==> src/logic/pmd_pkg.sv <==
// Constants for the paged memory address decoder.
// Assumes a 16-bit processor address, an 8-bit page value and one clock.
package pmd_pkg;
  localparam int          ADDR_W       = 16;
  localparam int          PAGE_W       = 8;
  localparam int          MF_SECTORS   = 8;
  localparam int          MF_COMMON    = 2;
  localparam int          BF_SEGMENTS  = 4;
  localparam int          PLACE_W      = 5;
  // Window sizes and bases
  localparam int          MF_SECT_SIZE = 32'h0000_4000;
  localparam int          MF_PAGE_BASE = 32'h0000_8000;
  localparam int          BF_SEG_SIZE  = 32'h0000_2000;
  localparam int          BF_BASE      = 32'h0000_8000;
  localparam logic [15:0] SRAM_LO      = 16'h0000;
  localparam logic [15:0] SRAM_HI      = 16'h1FFF;
  localparam logic [15:0] CTRL_LO      = 16'h2000;
  localparam logic [15:0] CTRL_HI      = 16'h20FF;
  // Placement control bit positions
  localparam int          PLC_SRAM_PROG = 0;
  localparam int          PLC_BF_PROG   = 1;
  localparam int          PLC_MF_PROG   = 2;
  localparam int          PLC_BF_DATA   = 3;
  localparam int          PLC_MF_DATA   = 4;
  // Placement after reset: main flash in program, boot flash in data
  localparam logic [4:0]  PLC_RESET     = 5'h0C;
endpackage

==> src/logic/pmd_decoder.sv <==
// Paged memory address decoder with run-time placement control.
// Assumes address, page and strobes are synchronous to core_clk.
`timescale 1ns/1ps
`default_nettype none
module pmd_decoder
(
  input  wire logic                        core_clk,              // 20 MHz
  input  wire logic                        rst,                   // Sync, high
  input  wire logic [pmd_pkg::ADDR_W-1:0]  addr,                  // Bus addr
  input  wire logic [pmd_pkg::PAGE_W-1:0]  page,                  // Page value
  input  wire logic                        program_fetch_strobe,  // Fetch
  input  wire logic                        data_rd_strobe,        // Data read
  input  wire logic                        data_wr_strobe,        // Data write
  input  wire logic                        placement_wr,          // Load ctl
  input  wire logic [pmd_pkg::PLACE_W-1:0] placement_wdata,       // New ctl
  output logic [pmd_pkg::PLACE_W-1:0]      memory_placement_control, // Ctl
  output logic [pmd_pkg::MF_SECTORS-1:0]   main_flash_sector_sel, // Sectors
  output logic [pmd_pkg::BF_SEGMENTS-1:0]  boot_flash_segment_sel, // Segs
  output logic                             sram_sel,              // SRAM
  output logic                             ctrl_block_sel         // Ctl block
);

  logic [pmd_pkg::PLACE_W-1:0]     placement_ff;
  logic                            fetch_cycle;
  logic                            data_cycle;
  logic [pmd_pkg::MF_SECTORS-1:0]  mf_hit;
  logic [pmd_pkg::BF_SEGMENTS-1:0] bf_hit;
  logic                            mf_ok;
  logic                            bf_ok;
  logic                            sram_ok;
  logic                            sram_win;
  logic                            ctrl_win;
  logic                            bf_any;
  logic                            top_pri;

  // Placement register; reloads its default on every reset
  always_ff @(posedge core_clk)
  begin
    if (rst)
      placement_ff <= pmd_pkg::PLC_RESET;
    else if (placement_wr)
      placement_ff <= placement_wdata;
  end

  assign memory_placement_control = placement_ff;

  // Access space qualifiers
  assign fetch_cycle = program_fetch_strobe;
  assign data_cycle  = data_rd_strobe | data_wr_strobe;

  // Which memories the current strobe may reach
  assign mf_ok = (fetch_cycle & placement_ff[pmd_pkg::PLC_MF_PROG]) |
    (data_cycle & placement_ff[pmd_pkg::PLC_MF_DATA]);
  assign bf_ok = (fetch_cycle & placement_ff[pmd_pkg::PLC_BF_PROG]) |
    (data_cycle & placement_ff[pmd_pkg::PLC_BF_DATA]);
  // SRAM always sits in data space; program space is optional
  assign sram_ok = data_cycle |
                   (fetch_cycle & placement_ff[pmd_pkg::PLC_SRAM_PROG]);

  // Main-flash sector windows; lower two are common, rest are paged
  genvar gi;
  generate
    for (gi = 0; gi < pmd_pkg::MF_SECTORS; gi++)
    begin : g_mf
      localparam bit          COMMON = gi < pmd_pkg::MF_COMMON;
      localparam logic [15:0] LO = COMMON ?
        16'(gi * pmd_pkg::MF_SECT_SIZE) :
        16'(pmd_pkg::MF_PAGE_BASE +
            ((gi - pmd_pkg::MF_COMMON) % 2) * pmd_pkg::MF_SECT_SIZE);
      localparam logic [15:0] HI = 16'(LO + pmd_pkg::MF_SECT_SIZE - 1);
      localparam logic [7:0]  PG = 8'((gi - pmd_pkg::MF_COMMON) / 2);
      assign mf_hit[gi] = (addr >= LO) && (addr <= HI) &&
                          (COMMON || (page == PG));
    end
    // Boot-flash segment windows, page ignored
    for (gi = 0; gi < pmd_pkg::BF_SEGMENTS; gi++)
    begin : g_bf
      localparam logic [15:0] LO =
        16'(pmd_pkg::BF_BASE + gi * pmd_pkg::BF_SEG_SIZE);
      localparam logic [15:0] HI = 16'(LO + pmd_pkg::BF_SEG_SIZE - 1);
      assign bf_hit[gi] = (addr >= LO) && (addr <= HI);
    end
  endgenerate

  // SRAM and control windows; no hole for processor-internal space
  assign sram_win = (addr >= pmd_pkg::SRAM_LO) &&
                    (addr <= pmd_pkg::SRAM_HI);
  assign ctrl_win = (addr >= pmd_pkg::CTRL_LO) &&
                    (addr <= pmd_pkg::CTRL_HI);

  // Priority resolution, all in the same bus cycle
  assign bf_any  = bf_ok & (|bf_hit);
  assign top_pri = sram_sel | ctrl_block_sel;
  assign sram_sel               = sram_ok & sram_win;
  assign ctrl_block_sel         = data_cycle & ctrl_win;
  assign boot_flash_segment_sel = (bf_ok & ~top_pri) ?
                                  bf_hit : '0;
  assign main_flash_sector_sel  = (mf_ok & ~top_pri & ~bf_any) ?
                                  mf_hit : '0;
endmodule
`default_nettype wire

==> config.mk <==
export PLATFORM = sky130hd
export DESIGN_NAME = pmd_decoder
export DESIGN_NICKNAME = d
export VERILOG_FILES = /design/src/logic/pmd_pkg.sv /design/src/logic/pmd_decoder.sv
export SDC_FILE = /design/constraint.sdc
export NUM_CORES = 1
export LEC_CHECK = 0
export CAP_MARGIN = 20
export CORE_AREA = 4 4 41 43
export DETAILED_ROUTE_END_ITERATION = 12
export DIE_AREA = 0 0 45 47
export DONT_BUFFER_PORTS = 1
export SYNTH_ARGS = -nofsm -noshare
export SYNTH_HDL_FRONTEND = slang
export SYNTH_SLANG_ARGS = --single-unit
==> constraint.sdc <==
create_clock -name core_clk -period 3.5 [get_ports core_clk]
set_clock_uncertainty 0.2 [all_clocks]
set_input_delay 1.05 -clock core_clk [delete_from_list [all_inputs] [get_ports core_clk]]
set_output_delay 1.05 -clock core_clk [all_outputs]
set_load 0.1 [all_outputs]
[After elaboration in Yosys (flattened, before gate mapping)]
Index checks and enable logic that the tools add are counted.
Operators by class
  equal/unequal tests: 2
  mux-type cells: 2
  $lt $le $gt $ge: 15
  bitwise logic cells: 18
  reductions and logical operators: 18
Operator list (number)
  16-bit >= comparator (second input constant): 4
  16-bit <= comparator (second input constant): 4
  16-bit by 14-bit <= comparator with 1-bit output (second input constant): 2
  16-bit by 1-bit >= comparator with 1-bit output (second input constant): 1
  16-bit by 14-bit >= comparator with 1-bit output (second input constant): 1
  16-bit by 15-bit >= comparator with 1-bit output (second input constant): 1
  16-bit by 13-bit <= comparator with 1-bit output (second input constant): 1
  16-bit by 15-bit <= comparator with 1-bit output (second input constant): 1
  1-bit logical AND: 16
  1-bit bitwise AND: 11
  8-bit by 1-bit equality test with 1-bit output (second input constant): 1
  8-bit by 2-bit equality test with 1-bit output (second input constant): 1
  8-bit zero test: 1
  8-bit 2-to-1 mux: 1
  1-bit bitwise OR: 5
  4-bit 2-to-1 mux: 1
  4-bit OR reduction: 1
  1-bit NOT: 2
Word-level totals
  word-level logic and storage cells: 56
  bits of input ports: 35
  register bits: 5

[Logic depth before layout (Yosys ltp)]
  depth in word-level cells: 8
  mapped depth: 3
  depth with buffers taken out: 3

[Worst setup path after synthesis]
No wires, ideal clock.
  path kind: input-to-output
  start: in page[3] (netlist name)
  end: out main_flash_sector_sel[2] (netlist name)
  stages on the path: 3
  required time: 2.250 ns
  setup slack: -2.660 ns
  arrival: 4.910 ns
  path through: or4_1 -> a2111o_1 -> nor4_1
Between the ends
  longest elaborated chain between the ends: 3
RTL lines
  start: declaration: line pmd_decoder.sv:10  | input wire logic [pmd_pkg::PAGE_W-1:0] page,
  8-bit zero test: line pmd_decoder.sv:73  | (COMMON || (page == PG));
  1-bit logical AND: line pmd_decoder.sv:72  | assign mf_hit[gi] = (addr >= LO) && (addr <= HI) &&
  8-bit 2-to-1 mux: line pmd_decoder.sv:98  | assign main_flash_sector_sel = (mf_ok & ~top_pri & ~bf_any) ?
  end: declaration: line pmd_decoder.sv:17  | output logic [pmd_pkg::MF_SECTORS-1:0] main_flash_sector_sel,
Every way passes these cells.

[Worst setup path in the final report]
Ends and elaborated chain as after synthesis.

==> metrics.txt <==
portion of total power attributed to the clock network roughly 29%; average cell area after synthesis between 7 and 8 um^2; synthesized-area fraction occupied by xor and xnor cells 0%; site row count 13; failing checks negative setup slack; clock latency at the later pin of the worst-skew pair between 0.2 and 0.25 ns; critical path class primary input to primary output; list of most frequent post-synthesis cells nand2_1, nor4_1, dfxtp_1, nor2_1; Total Power roughly 240 uW; outcome finished with violations; area fraction of the dominant cell type after synthesis between 20% and 30%; placed insts between 80 and 90; HPWL after DPL about 1300 um; CP peak stage delay ~0.51 ns; depth of the CTS H-tree 1; number of vias per cell a little under 6; critical-path maximum fanout 6; critical path buffer and inverter count 1; number of warnings issued by yosys 0; Final Hold Violating Endpoints 0; remaining max-slew budget at the tightest pin a little over 70%; max capacitance violation total 0; wire length of the first global-routing pass approximately 2300 um; actual transition at the worst max-transition pin around 0.44 ns; post-synthesis cell area 383 um^2; I/O pin count between 50 and 60; post-synthesis compound-gate area fraction between 10% and 20%; area enclosed by the die boundary ~2100 um^2; critical-path cell with the highest stage delay or4_1; Net Sw Power 103 uW; non-filler instance count after layout 86; fraction of the mapped netlist area in simple logic gates about half; Hold-fix buffers, CTS 0; initial core utilization between 20% and 30%; cell class contributing the biggest share of worst-path delay simple AND/OR/NAND/NOR gates; detailed-router iteration count before antenna repair 2; mux cell area share after synthesis 7.84%; clock buffers created by TritonCTS 3; number of fill cells in the layout ~110; max FFs per register 5; maximum number of pins on one net before global-route repair 9; internal cell power 134 uW; GRT Total Usage 15.7%; WL per Instance 17.1 um; total overflow reported by the global router 0; total placed instance area 821 um^2; Crit path arrival time between 2 and 3 ns; share of the core filled with cells about 65%; post-synthesis async set-or-reset flop share 0%; count of different cell masters after synthesis 21; Static Leak between 0.3 and 0.4 nW; count of buffers from port buffering 0; clock tree from TritonCTS yes; CTS clock-pin slew for the worst setup and hold paths around 0.04 ns; Clock Tree Buf Depth 2; number of global-route vias before repair between 500 and 600; final setup violating endpoints 8; P&R area growth vs syn 122%; least setup slack across all paths after layout -0.272 ns; residual antenna-violating net count after detailed routing 0; die width between 40 and 50 um; root buffer selected by CTS clkbuf_4; startpoint class of the critical path primary input; core area 1300 um^2; final slew viol count 0; part of the power in registers between 20% and 30%; Cell Chain, Critical Path or4_1 -> a2111o_2 -> nor4_4 -> buf_12; number of enable-type register cells in the synthesized netlist 0; Hold Crit Class flip-flop to flip-flop; GP Congestion ~0.66; Net count, final approximately 110; portion of the clock cycle consumed by the worst path in the final layout 108%; number of DRC markers after the initial detailed-route iteration 3; Seq/Total Area, Yosys 26.1%; net count after synthesis 84; fraction of layout instances using a drive strength above 1 a little over half; switching fraction of total power 43.5%; clock period minus worst slack around 3.8 ns; number of synthesized register bits 5; biggest area consumer among synthesized cells dfxtp_1; RSZ-0062 raised after global routing yes; # diodes 0; Finished Cell Area around 850 um^2; total clock sinks 5; capturing element type of the critical path primary output; main combinational cell family by area after synthesis simple AND/OR/NAND/NOR gates; power per cell area 279 nW/um^2; total via count in the routed design between 500 and 600; adder and majority cell fraction of the synthesized area 0%; required time reported for the critical path endpoint around 2.3 ns; Total Wirelength around 1500 um; number of DRC violations after detailed routing 0; largest cells by area after synthesis dfxtp_1, nor4_1, mux2i_1, nand2_1, and4b_1; Min Hold Slack 0.596 ns; antenna violations before repair 0; dominant synthesized flop cell dfxtp_1; Comb pwr share 44.9%; peak supply drop between 0.0002 and 0.0003 V; vertical extent of the die between 40 and 50 um; Cells after Synth just under 50; Post-CTS Setup Bufs 0; fmax between 0.2 and 0.3 GHz
-- cell usage in the layout (no fill, tap or decap), types with 3 or more instances in the layout --
master	synthesis	layout
buf_12	0	11
buf_4	0	8
clkbuf_4	0	3
dfxtp_1	5	4
mux2i_1	3	3
nand2_1	6	6
nand2b_1	3	3
nor2_1	5	5
nor4_4	0	6
-- worst paths after layout --
check / from / end / slack [ns] / cells after the start
worst max-delay path: page[3] / main_flash_sector_sel[2] / -0.27 / 4
worst min-delay path: memory_placement_control[0] / memory_placement_control[0] / 0.60 / 3
worst max register to register: memory_placement_control[3] / memory_placement_control[3] / 2.27 / 3
worst min register to register: memory_placement_control[0] / memory_placement_control[0] / 0.60 / 3
-- metrics by stage --
stage	setup TNS (ns)	setup WS, ns
after floorplan	-6.11	-0.805
after global placement	-1.71	-0.255
after detailed placement	-1.87	-0.290
after CTS	-1.90	-0.294
after global routing	-2.12	-0.328
final	-1.79	-0.272
-- per-layer routing --
layer  GRT usage (%)  routed length [um]  up-vias
met5               0                   0        -
li1                -                   -      236
met1            15.9                 482      223
met3            8.05                 225        5
met4            7.02                  23        0
met2            26.8                 740       38
-- repair_timing --
action | 4_1_cts | 5_1_grt
setup endpoints to repair | 8 | 8
resized for setup | 0 | 1
hold endpoints to repair | 0 | 0
-- kinds of logic (layout without fill, tap and decap cells) --
family,after synthesis,in the layout
buffers and inverters,1,23
DFF,5,5
AOI/OAI and AO/OA,8,8
and+or+nand+nor,32,32
muxes,3,3
-- power groups by stage --
stage	combinational, mW	clock [mW]	sequential (mW)
CTS	0.107	0.0698	0.0626
global placement	0.105	0	0.0636
finish	0.106	0.0682	0.0626
global route	0.111	0.0752	0.0630
floorplan	0.0533	0	0.0906
detailed placement	0.107	0	0.0636
-- tightest hold or removal path, stage by stage, from the launching register on --
cell and delay, ns:
dfxtp_1 0.30, buf_4 0.23, mux2i_1 0.17, nor2_1 0.05
-- area by class of cell --
class | instances | area (um^2) | share of cell area, %
tap | 15 | 18.8 | 2.21
sequential | 5 | 101 | 11.9
multi-input combinational | 43 | 424 | 49.9
clock buffer | 4 | 26.3 | 3.09
timing repair buffer | 19 | 280 | 32.9
Power figures use the tool's default switching activity.
